--- config.mk ---
export PLATFORM = sky130hd
export DESIGN_NAME = rcrb_top
export DESIGN_NICKNAME = d
export VERILOG_FILES = /design/src/rtl/rcrb_pkg.sv /design/src/rtl/rcrb_top.sv /design/src/rtl/rcrb_regfile.sv
export SDC_FILE = /design/constraint.sdc
export NUM_CORES = 2
export LEC_CHECK = 0
export CAP_MARGIN = 15
export CORE_UTILIZATION = 35
export CTS_BUF_LIST = sky130_fd_sc_hd__clkbuf_8
export CTS_CLUSTER_DIAMETER = 200
export DETAILED_ROUTE_END_ITERATION = 12
export DONT_BUFFER_PORTS = 1
export SYNTH_ARGS = -nofsm -noshare
export SYNTH_HDL_FRONTEND = slang
export SYNTH_SLANG_ARGS = --single-unit
--- constraint.sdc ---
create_clock -name core_clk -period 9.7 [get_ports core_clk]
set_input_delay 2.425 -clock core_clk [delete_from_list [all_inputs] [get_ports core_clk]]
set_output_delay 2.425 -clock core_clk [all_outputs]
set_load 0.03 [all_outputs]
--- src/rtl/rcrb_pkg.sv ---
package rcrb_pkg;
    // ==========================================
    // register offsets
    localparam logic [7:0] ADDR_TX_CTRL_3 = 8'h68;
    localparam logic [7:0] ADDR_TX_CTRL_2 = 8'h69;
    localparam logic [7:0] ADDR_TX_CTRL_1 = 8'h6A;
    localparam logic [7:0] ADDR_TX_CTRL_0 = 8'h6B;
    localparam logic [7:0] ADDR_CHANNEL = 8'h6C;
    localparam logic [7:0] ADDR_OSC_CAL_2 = 8'h6D;
    localparam logic [7:0] ADDR_OSC_CAL_1 = 8'h6E;
    localparam logic [7:0] ADDR_OSC_CAL_0 = 8'h6F;
    localparam logic [7:0] ADDR_KEY_15 = 8'h70;
    localparam logic [7:0] ADDR_VCO_BIAS = 8'hA1;
    localparam logic [7:0] ADDR_PWR_2 = 8'hA4;
    localparam logic [7:0] ADDR_PWR_1 = 8'hA5;
    localparam logic [7:0] ADDR_PWR_0 = 8'hA6;
    localparam logic [7:0] ADDR_OSC_SRC = 8'hA7;
    localparam logic [7:0] ADDR_TEST_SEL = 8'hA8;
    localparam logic [7:0] ADDR_PWR_TEST = 8'hB2;
    // ==========================================
    // reset values
    localparam logic [7:0] RST_TX_CTRL = 8'h00;
    localparam logic [7:0] RST_CHANNEL = 8'h00;
    localparam logic [7:0] RST_OSC_CAL_2 = 8'h70;
    localparam logic [7:0] RST_OSC_CAL_1 = 8'h48;
    localparam logic [7:0] RST_OSC_CAL_0 = 8'h48;
    localparam logic [7:0] RST_KEY_15 = 8'h00;
    localparam logic [7:0] RST_VCO_BIAS = 8'h11;
    localparam logic [7:0] RST_PWR_2 = 8'h0C;
    localparam logic [7:0] RST_PWR_1 = 8'h20;
    localparam logic [7:0] RST_PWR_0 = 8'h00;
    localparam logic [7:0] RST_OSC_SRC = 8'hE1;
    localparam logic [7:0] RST_TEST_SEL = 8'h00;
    localparam logic [7:0] RST_PWR_TEST = 8'h42;
    // ==========================================
    // field positions
    localparam int BIT_TS_BUFFER = 6;
    localparam int BIT_REG_OFF = 5;
    localparam int BIT_VTUNE = 3;
    localparam int BIT_PLLBW = 2;
    localparam int BIT_RM_SEL = 7;
    localparam int BIT_EXT_RC = 3;
    localparam int BIT_RFB_LOW = 7;
    localparam int RM_FRAC_BITS = 15;
    localparam logic [1:0] FIXED_DIV_LOG2 = 2'h2;
    // register file depth and index width
    localparam int REG_COUNT = 16;
    localparam int IDX_W = 4;
    // ==========================================
    // serial port command byte: bit seven set means read
    localparam int CMD_READ_BIT = 7;
    // serial port frame states
    typedef enum logic [1:0] {
        RCRB_IDLE = 2'b00,
        RCRB_CMD = 2'b01,
        RCRB_ADDR = 2'b11,
        RCRB_DATA = 2'b10
    } rcrb_state_t;
    // per-register reset table, same order as offsets
    function automatic logic [7:0] rcrb_reset_of(input logic [IDX_W-1:0] idx);
        case (idx)
            4'h4: rcrb_reset_of = RST_CHANNEL;
            4'h5: rcrb_reset_of = RST_OSC_CAL_2;
            4'h6: rcrb_reset_of = RST_OSC_CAL_1;
            4'h7: rcrb_reset_of = RST_OSC_CAL_0;
            4'h8: rcrb_reset_of = RST_KEY_15;
            4'h9: rcrb_reset_of = RST_VCO_BIAS;
            4'hA: rcrb_reset_of = RST_PWR_2;
            4'hB: rcrb_reset_of = RST_PWR_1;
            4'hC: rcrb_reset_of = RST_PWR_0;
            4'hD: rcrb_reset_of = RST_OSC_SRC;
            4'hE: rcrb_reset_of = RST_TEST_SEL;
            4'hF: rcrb_reset_of = RST_PWR_TEST;
            default: rcrb_reset_of = RST_TX_CTRL;
        endcase
    endfunction : rcrb_reset_of
endpackage : rcrb_pkg

--- src/rtl/rcrb_top.sv ---
`timescale 1ns/1ns
// ==========================================
// radio configuration register bank behind a serial port
module rcrb_top
    import rcrb_pkg::*;
(
    // clock and reset
    input wire logic core_clk,
    input wire logic reset,
    // serial port pins (mode 0, msb first)
    input wire logic spi_sclk,
    input wire logic spi_cs_n,
    input wire logic spi_mosi,
    output logic spi_miso,
    // radio mode
    input wire logic tx_mode,
    // external low-frequency clock pin and internal rc clock
    input wire logic gpio_lf_clk,
    input wire logic internal_rc_clk,
    output logic lf_clk_out,
    output logic external_rc_clock_select,
    // packet control field bytes
    output logic [7:0] tx_control_field_3,
    output logic [7:0] tx_control_field_2,
    output logic [7:0] tx_control_field_1,
    output logic [7:0] tx_control_field_0,
    // synthesizer
    input wire logic [31:0] synth_base_freq,
    input wire logic [23:0] channel_spacing,
    output logic [7:0] channel_index_value,
    output logic [31:0] carrier_freq,
    // power management
    output logic temp_sensor_buffer_enable,
    output logic regulator_enable,
    output logic regulator_off,
    output logic regulator_tune_voltage_sel,
    output logic regulator_bandwidth_sel,
    output logic rate_multiplier_select,
    output logic [14:0] rate_multiplier_divider,
    input wire logic [31:0] oscillator_frequency,
    output logic [31:0] regulator_switch_freq,
    // calibration
    output logic [3:0] rc_osc_trim_word,
    output logic [4:0] rc_osc_feedback_word,
    output logic [6:0] vco_cal_word_transmit,
    output logic [6:0] vco_cal_word_receive,
    output logic [6:0] vco_cal_applied,
    output logic [5:0] vco_bias_current,
    // cipher
    output logic [7:0] cipher_key_top_byte
);
    // maps an offset to a register index; valid flags a hit
    function automatic logic [IDX_W:0] rcrb_decode(input logic [7:0] addr);
        case (addr)
            ADDR_TX_CTRL_3: rcrb_decode = 5'h10;
            ADDR_TX_CTRL_2: rcrb_decode = 5'h11;
            ADDR_TX_CTRL_1: rcrb_decode = 5'h12;
            ADDR_TX_CTRL_0: rcrb_decode = 5'h13;
            ADDR_CHANNEL: rcrb_decode = 5'h14;
            ADDR_OSC_CAL_2: rcrb_decode = 5'h15;
            ADDR_OSC_CAL_1: rcrb_decode = 5'h16;
            ADDR_OSC_CAL_0: rcrb_decode = 5'h17;
            ADDR_KEY_15: rcrb_decode = 5'h18;
            ADDR_VCO_BIAS: rcrb_decode = 5'h19;
            ADDR_PWR_2: rcrb_decode = 5'h1A;
            ADDR_PWR_1: rcrb_decode = 5'h1B;
            ADDR_PWR_0: rcrb_decode = 5'h1C;
            ADDR_OSC_SRC: rcrb_decode = 5'h1D;
            ADDR_TEST_SEL: rcrb_decode = 5'h1E;
            ADDR_PWR_TEST: rcrb_decode = 5'h1F;
            default: rcrb_decode = 5'h00;
        endcase
    endfunction : rcrb_decode

    // ==========================================
    // pin synchronisers
    logic [1:0] sclk_sync;
    logic [1:0] cs_sync;
    logic [1:0] mosi_sync;
    logic [1:0] lf_sync;
    logic [1:0] rc_sync;
    logic sclk_prev;

    // two flops per pin; only the second stage is read
    always_ff @(posedge core_clk) begin
        if (reset) begin
            sclk_sync <= 2'h0;
            cs_sync <= 2'h3;
            mosi_sync <= 2'h0;
            lf_sync <= 2'h0;
            rc_sync <= 2'h0;
            sclk_prev <= 1'b0;
        end else begin
            sclk_sync <= {sclk_sync[0], spi_sclk};
            cs_sync <= {cs_sync[0], spi_cs_n};
            mosi_sync <= {mosi_sync[0], spi_mosi};
            lf_sync <= {lf_sync[0], gpio_lf_clk};
            rc_sync <= {rc_sync[0], internal_rc_clk}; // rc clock is another domain
            sclk_prev <= sclk_sync[1];
        end
    end

    logic sclk_rise;
    logic sclk_fall;
    logic cs_active;
    assign sclk_rise = sclk_sync[1] & ~sclk_prev;
    assign sclk_fall = ~sclk_sync[1] & sclk_prev;
    assign cs_active = ~cs_sync[1];

    // ==========================================
    // serial frame: command byte, address byte, then data bytes
    rcrb_state_t state;
    rcrb_state_t next_state;
    logic [2:0] bit_cnt;
    logic [2:0] next_bit_cnt;
    logic [7:0] shift_in;
    logic [7:0] next_shift_in;
    logic [7:0] addr;
    logic [7:0] next_addr;
    logic is_read;
    logic next_is_read;
    logic [7:0] shift_out;
    logic [7:0] next_shift_out;
    logic load_pending;
    logic next_load_pending;
    logic wr_en;
    logic [7:0] wr_data;
    logic [IDX_W:0] hit;
    logic [7:0] rd_data;
    logic [REG_COUNT*8-1:0] contents;
    logic [7:0] in_byte;

    assign in_byte = {shift_in[6:0], mosi_sync[1]};
    assign hit = rcrb_decode(addr);

    // frame sequencing; address auto-increments over a burst
    always_comb begin
        next_state = state;
        next_bit_cnt = bit_cnt;
        next_shift_in = shift_in;
        next_addr = addr;
        next_is_read = is_read;
        next_shift_out = shift_out;
        next_load_pending = 1'b0;
        wr_en = 1'b0;
        wr_data = in_byte;
        if (!cs_active) begin
            next_state = RCRB_IDLE;
            next_bit_cnt = 3'h0;
        end else begin
            case (state)
                RCRB_IDLE: begin
                    next_state = RCRB_CMD;
                    next_bit_cnt = 3'h0;
                end
                RCRB_CMD, RCRB_ADDR, RCRB_DATA: begin
                    if (sclk_rise) begin
                        next_shift_in = in_byte;
                        next_bit_cnt = bit_cnt + 3'h1;
                        if (bit_cnt == 3'h7) begin
                            if (state == RCRB_CMD) begin
                                next_is_read = in_byte[CMD_READ_BIT];
                                next_state = RCRB_ADDR;
                            end else if (state == RCRB_ADDR) begin
                                next_addr = in_byte;
                                next_state = RCRB_DATA;
                                next_load_pending = 1'b1;
                            end else begin
                                // unmapped offsets drop writes, read zero
                                wr_en = ~is_read & hit[IDX_W];
                                next_addr = addr + 8'h01;
                                next_load_pending = 1'b1;
                            end
                        end
                    end
                    if (sclk_fall && state == RCRB_DATA && bit_cnt != 3'h0) begin
                        next_shift_out = {shift_out[6:0], 1'b0};
                    end
                    if (load_pending) begin
                        next_shift_out = 8'h00;
                    end
                end
                default: next_state = RCRB_IDLE;
            endcase
        end
    end

    // read data comes one cycle after the index; capture it then
    logic load_now;
    always_ff @(posedge core_clk) begin
        if (reset) begin
            state <= RCRB_IDLE;
            bit_cnt <= 3'h0;
            shift_in <= 8'h00;
            addr <= 8'h00;
            is_read <= 1'b0;
            shift_out <= 8'h00;
            load_pending <= 1'b0;
            load_now <= 1'b0;
        end else begin
            state <= next_state;
            bit_cnt <= next_bit_cnt;
            shift_in <= next_shift_in;
            addr <= next_addr;
            is_read <= next_is_read;
            load_pending <= next_load_pending;
            load_now <= load_pending;
            if (load_now) begin
                shift_out <= hit[IDX_W] ? rd_data : 8'h00;
            end else begin
                shift_out <= next_shift_out;
            end
        end
    end

    rcrb_regfile u_regs (
        .core_clk(core_clk),
        .reset(reset),
        .wr_en(wr_en),
        .wr_idx(hit[IDX_W-1:0]),
        .wr_data(wr_data),
        .rd_idx(hit[IDX_W-1:0]),
        .rd_data(rd_data),
        .contents(contents)
    );

    // ==========================================
    // field decode from stored bytes
    logic [7:0] r_pwr2;
    logic [7:0] r_pwr1;
    logic [7:0] r_pwr0;
    logic [7:0] r_cal2;
    logic [7:0] r_cal1;
    logic [7:0] r_cal0;
    logic [14:0] divider;
    logic [46:0] rm_product;
    assign r_cal2 = contents[5*8 +: 8];
    assign r_cal1 = contents[6*8 +: 8];
    assign r_cal0 = contents[7*8 +: 8];
    assign r_pwr2 = contents[10*8 +: 8];
    assign r_pwr1 = contents[11*8 +: 8];
    assign r_pwr0 = contents[12*8 +: 8];
    assign divider = {r_pwr1[6:0], r_pwr0};
    assign rm_product = 47'(oscillator_frequency) * 47'(divider);

    // every output registered; datapath products are long, so one cycle of latency
    always_ff @(posedge core_clk) begin
        if (reset) begin
            tx_control_field_3 <= RST_TX_CTRL;
            tx_control_field_2 <= RST_TX_CTRL;
            tx_control_field_1 <= RST_TX_CTRL;
            tx_control_field_0 <= RST_TX_CTRL;
            channel_index_value <= RST_CHANNEL;
            carrier_freq <= 32'h0000_0000;
            // decoded fields reset to the stored reset bytes, so they do not jump on release; regulator_switch_freq and carrier_freq reset to zero
            temp_sensor_buffer_enable <= RST_PWR_2[BIT_TS_BUFFER];
            regulator_off <= RST_PWR_2[BIT_REG_OFF];
            regulator_enable <= ~RST_PWR_2[BIT_REG_OFF];
            regulator_tune_voltage_sel <= RST_PWR_2[BIT_VTUNE];
            regulator_bandwidth_sel <= RST_PWR_2[BIT_PLLBW];
            rate_multiplier_select <= RST_PWR_1[BIT_RM_SEL];
            rate_multiplier_divider <= {RST_PWR_1[6:0], RST_PWR_0};
            regulator_switch_freq <= 32'h0000_0000;
            rc_osc_trim_word <= RST_OSC_CAL_2[7:4];
            rc_osc_feedback_word <= {RST_OSC_CAL_2[3:0], RST_OSC_CAL_1[BIT_RFB_LOW]};
            vco_cal_word_transmit <= RST_OSC_CAL_1[6:0];
            vco_cal_word_receive <= RST_OSC_CAL_0[6:0];
            vco_cal_applied <= RST_OSC_CAL_0[6:0];
            vco_bias_current <= RST_VCO_BIAS[5:0];
            cipher_key_top_byte <= RST_KEY_15;
            external_rc_clock_select <= RST_OSC_SRC[BIT_EXT_RC];
            lf_clk_out <= 1'b0;
            spi_miso <= 1'b0;
        end else begin
            tx_control_field_3 <= contents[0*8 +: 8];
            tx_control_field_2 <= contents[1*8 +: 8];
            tx_control_field_1 <= contents[2*8 +: 8];
            tx_control_field_0 <= contents[3*8 +: 8];
            channel_index_value <= contents[4*8 +: 8];
            carrier_freq <= synth_base_freq
                + 32'(contents[4*8 +: 8] * channel_spacing);
            temp_sensor_buffer_enable <= r_pwr2[BIT_TS_BUFFER];
            regulator_off <= r_pwr2[BIT_REG_OFF];
            regulator_enable <= ~r_pwr2[BIT_REG_OFF];
            regulator_tune_voltage_sel <= r_pwr2[BIT_VTUNE];
            regulator_bandwidth_sel <= r_pwr2[BIT_PLLBW];
            rate_multiplier_select <= r_pwr1[BIT_RM_SEL];
            rate_multiplier_divider <= divider;
            if (r_pwr1[BIT_RM_SEL]) begin
                regulator_switch_freq <= 32'(rm_product >> RM_FRAC_BITS);
            end else begin
                regulator_switch_freq <= oscillator_frequency >> FIXED_DIV_LOG2;
            end
            rc_osc_trim_word <= r_cal2[7:4];
            rc_osc_feedback_word <= {r_cal2[3:0], r_cal1[BIT_RFB_LOW]};
            vco_cal_word_transmit <= r_cal1[6:0];
            vco_cal_word_receive <= r_cal0[6:0];
            vco_cal_applied <= tx_mode ? r_cal1[6:0] : r_cal0[6:0];
            vco_bias_current <= contents[9*8 +: 6];
            cipher_key_top_byte <= contents[8*8 +: 8];
            external_rc_clock_select <= contents[13*8 + BIT_EXT_RC];
            // low-frequency clock source mux
            lf_clk_out <= contents[13*8 + BIT_EXT_RC] ? lf_sync[1] : rc_sync[1];
            spi_miso <= (state == RCRB_DATA && is_read) ? shift_out[7] : 1'b0;
        end
    end
endmodule : rcrb_top

--- src/rtl/rcrb_regfile.sv ---
`timescale 1ns/1ns
// ==========================================
// register storage, registered read data
module rcrb_regfile
    import rcrb_pkg::*;
(
    // clock and reset
    input wire logic core_clk,
    input wire logic reset,
    // write port
    input wire logic wr_en,
    input wire logic [IDX_W-1:0] wr_idx,
    input wire logic [7:0] wr_data,
    // read port
    input wire logic [IDX_W-1:0] rd_idx,
    output logic [7:0] rd_data,
    // all contents flattened, for the control decode
    output logic [REG_COUNT*8-1:0] contents
);
    logic [7:0] mem [REG_COUNT];
    logic [7:0] next_mem [REG_COUNT];
    logic [7:0] next_rd_data;

    // next contents: write replaces one byte
    always_comb begin
        for (int i = 0; i < REG_COUNT; i++) begin
            next_mem[i] = mem[i];
        end
        if (wr_en) begin
            next_mem[wr_idx] = wr_data;
        end
        next_rd_data = mem[rd_idx];
    end

    // storage, reset per register to its own value
    always_ff @(posedge core_clk) begin
        for (int i = 0; i < REG_COUNT; i++) begin
            if (reset) begin
                mem[i] <= rcrb_reset_of(IDX_W'(i));
            end else begin
                mem[i] <= next_mem[i];
            end
        end
        rd_data <= reset ? 8'h00 : next_rd_data;
    end

    // flatten for the main module
    genvar g;
    generate
        for (g = 0; g < REG_COUNT; g++) begin : g_flat
            assign contents[g*8 +: 8] = mem[g];
        end
    endgenerate
endmodule : rcrb_regfile

==> impl_results.md <==
- Status: completed
- Max IR drop VDD: 0.1063 mV
- Endpoints failing hold: 0
- Depth of the CTS H-tree: 3
- Core area: 0.09657 mm^2
- Setup_tns: 0 ps
- Avg Cell Area, Syn: 9.060 um^2
- Vias after detailed routing: 24692
- Starting density of the core: 35.24%
- Crit Path Max Fanout: 16
- Upper clock frequency limit: 125.7 MHz
- Count leader, synth: inv_1
- Total wire length: 95.69 mm
- Finish-stage setup viols: 0
- Static leakage: 0.01664 uW
- Skew-Pair Late Insertion Delay: 690 ps
- Slew Viols, Final: 0
- Post-CTS Resized: 0
- Placed Instances: 4854
- Total congestion overflow: 0
- Yosys top cell area share: 32.30%
- Synth Area in XOR/XNOR: 1.261%
- Row cnt: 114
- Nets@finish: 4458
- First-pass GRT wire length: 149.9 mm
- Most instantiated cells after synthesis: inv_1 (605), fa_1 (549), nand2_1 (488)
- Routability Congestion: 0.8719
- Largest family of logic cells by synthesized area: adder cells
- Worst Setup End Kind: flop
- Die area: 0.09848 mm^2
- Worst path arrival time: 8500 ps
- Worst Reg-to-Reg Cells: 21
- Synth Area in Adders: 38.40%
- Crit Path Class: input pin to flop
- Asr flop ratio synth: 0%
- Vias in the first global route: 25694
- Seq cells post-synth: 350
- Startpoint type of the worst setup path: input pin
- Initial antenna violation count: 4
- Antenna viol nets, final: 0
- Largest net degree at the start of global routing: 323
- Aggregate global-route resource usage: 19.64%
- Synth Flop Type: dfxtp_1
- Io pins: 268
- PwrDens: 89.27 mW/mm^2
- Area Growth Syn to Fin: 7.383%
- Area of the multi-input gates: 0.02397 mm^2
- Fill count: 9706
- Clock-pin slew on the worst setup and hold paths: 60 ps
- Die extent in x: 313.8 um
- Crit path required time: 10250 ps
- Dominant cell type by area after synthesis: fa_1
- RSZ-0062 raised after global routing: false
- Compound-Gate Fraction of Synth Area: 7.114%
- Synth Cell Area: 0.03403 mm^2
- Clock sink count: 350
- Vias per inst: 4.960
- Worst min path class: flop to flop
- Hold buffers post-CTS: 0
- Power Total: 3262 uW
- Setup bufs post-CTS: 0
- Min cycle time layout: 7955 ps
- Worst clock skew: 48.55 ps
- Placed wire-length estimate: 70.16 mm
- CTS tree: built
- Post-synth EDFFs: 0
- Hold Slack: 435.6 ps
- PortBufs: 0
- Hold Crit Depth: 1
- Simple-Gate Fraction of Synth Area: 19.30%
- Iteration-0 DRC Markers: 1533
- Number of buffers created by CTS: 67
- Cell chosen for the clock root: clkbuf_8
- Die height: 313.8 um
- Syn Nets: 4567
- Layout cell share with drive strength beyond 1: 4.973%
- Yosys cell types: 80
- Worst rel slew slack: 25.82%
- Synth top area cells: fa_1 (32%), dfxtp_1 (21%), and2_1 (6.9%)
- Clock buffer depth: 3
- Yosys warns: 0
- Max Cap Violations: 0
- Register area share after synthesis: 20.59%
- Register area: 0.007008 mm^2
- Multiplexer share of the synthesized area: 4.276%
- Final worst path period share: 82.01%
- Non-Filler Instances: 4978
- Worst-margin pin slew: 1111 ps
- Gate Count Post-Synth: 3756
- DRC violation count after routing: 0
- Wirelength per Cell: 19.22 um
- Total iterations of the first detailed-routing run: 5
## sequential cells by signal, summed over array words and instances (netlist names), 15 cells and up
name,cells
rate_multiplier_divider,15
u_regs.mem,128
regulator_switch_freq,32
carrier_freq,32
## cell families after synthesis
kind of cell / after synthesis
and+or+nand+nor: 1314
AOI/OAI and AO/OA: 369
xor gates and xnor gates: 49
muxes: 145
adders and majority gates: 715
buffers and inverters: 814
DFF: 350
## routing by layer
layer,track usage (%),share of wire [%],vias to the layer above
met4,6.142,2.8,0
met5,0,0,-
met3,4.770,7.2,141
li1,-,-,11354
met2,31.31,46,714
met1,26.18,44,12483
## layout by cell type (no fill, tap or decap), types with 15 or more instances in the layout
master	netlist	routed
a31oi_1	21	21
o21ai_1	22	22
clkbuf_8	0	82
nor2b_1	107	107
nand2_1	488	488
xnor2_1	31	31
buf_4	1	29
a211oi_1	37	36
nor3_1	26	26
nand3_1	18	18
nand4_1	22	22
nor2_1	195	195
ha_1	166	166
xor2_1	18	18
dfxtp_1	350	349
nand2b_1	25	25
a21o_1	35	35
mux2i_1	142	142
or2_2	15	15
fa_1	549	549
o21ai_0	42	42
a21oi_1	98	98
and2_1	374	374
inv_1	605	617
## critical path: stages
cell and delay [ps]:
and2_1 150, fa_1 540, inv_1 60, fa_1 530, inv_1 50, fa_1 510, inv_1 60, fa_1 550
inv_1 60, fa_1 480, inv_1 50, fa_1 500, inv_1 60, ha_1 310, a21oi_1 220, a21boi_0 120
o21ai_1 440, a21oi_1 240, o21bai_1 390, a21boi_1 180, or3_1 330, a32o_1 240
## final timing paths
kind         slack [ps]                   endpoint                     start
min                 440                 rc_sync[1]                rc_sync[0]
max                1750  regulator_switch_freq[29]  oscillator_frequency[10]
min reg2reg         440                 rc_sync[1]                rc_sync[0]
max reg2reg        2290  regulator_switch_freq[29]         u_regs.mem[12][7]
## metrics by stage
stage / cell area [um^2] / util (%) / setup WS (ps)
final: 36540 / 37.84 / 1745
after global routing: 36540 / 37.84 / 1478
after CTS: 36540 / 37.84 / 1826
after detailed placement: 35070 / 36.32 / 1060
after global placement: 35070 / 36.32 / 1162
after floorplan: 34030 / - / 1489
## power by group
part	switching (uW)	leakage, uW	total (uW)	internal, uW
Combinational	92.5	0.0130	156	63.9
Sequential	40.8	0.00284	1500	1450
Clock	722	0.000802	1610	888
Total	856	0.0166	3260	2410
## final cells by class
type / instances / share of cell area (%)
sequential: 350 / 19.18
clock inverter: 40 / 0.9176
clock buffer: 82 / 3.088
timing repair buffer: 29 / 0.5958
multi-input combinational: 2592 / 65.60
antenna: 2 / 0.01370
tap: 1276 / 4.369
inverter: 607 / 6.235
No activity file was read; power rests on OpenSTA's default activity.
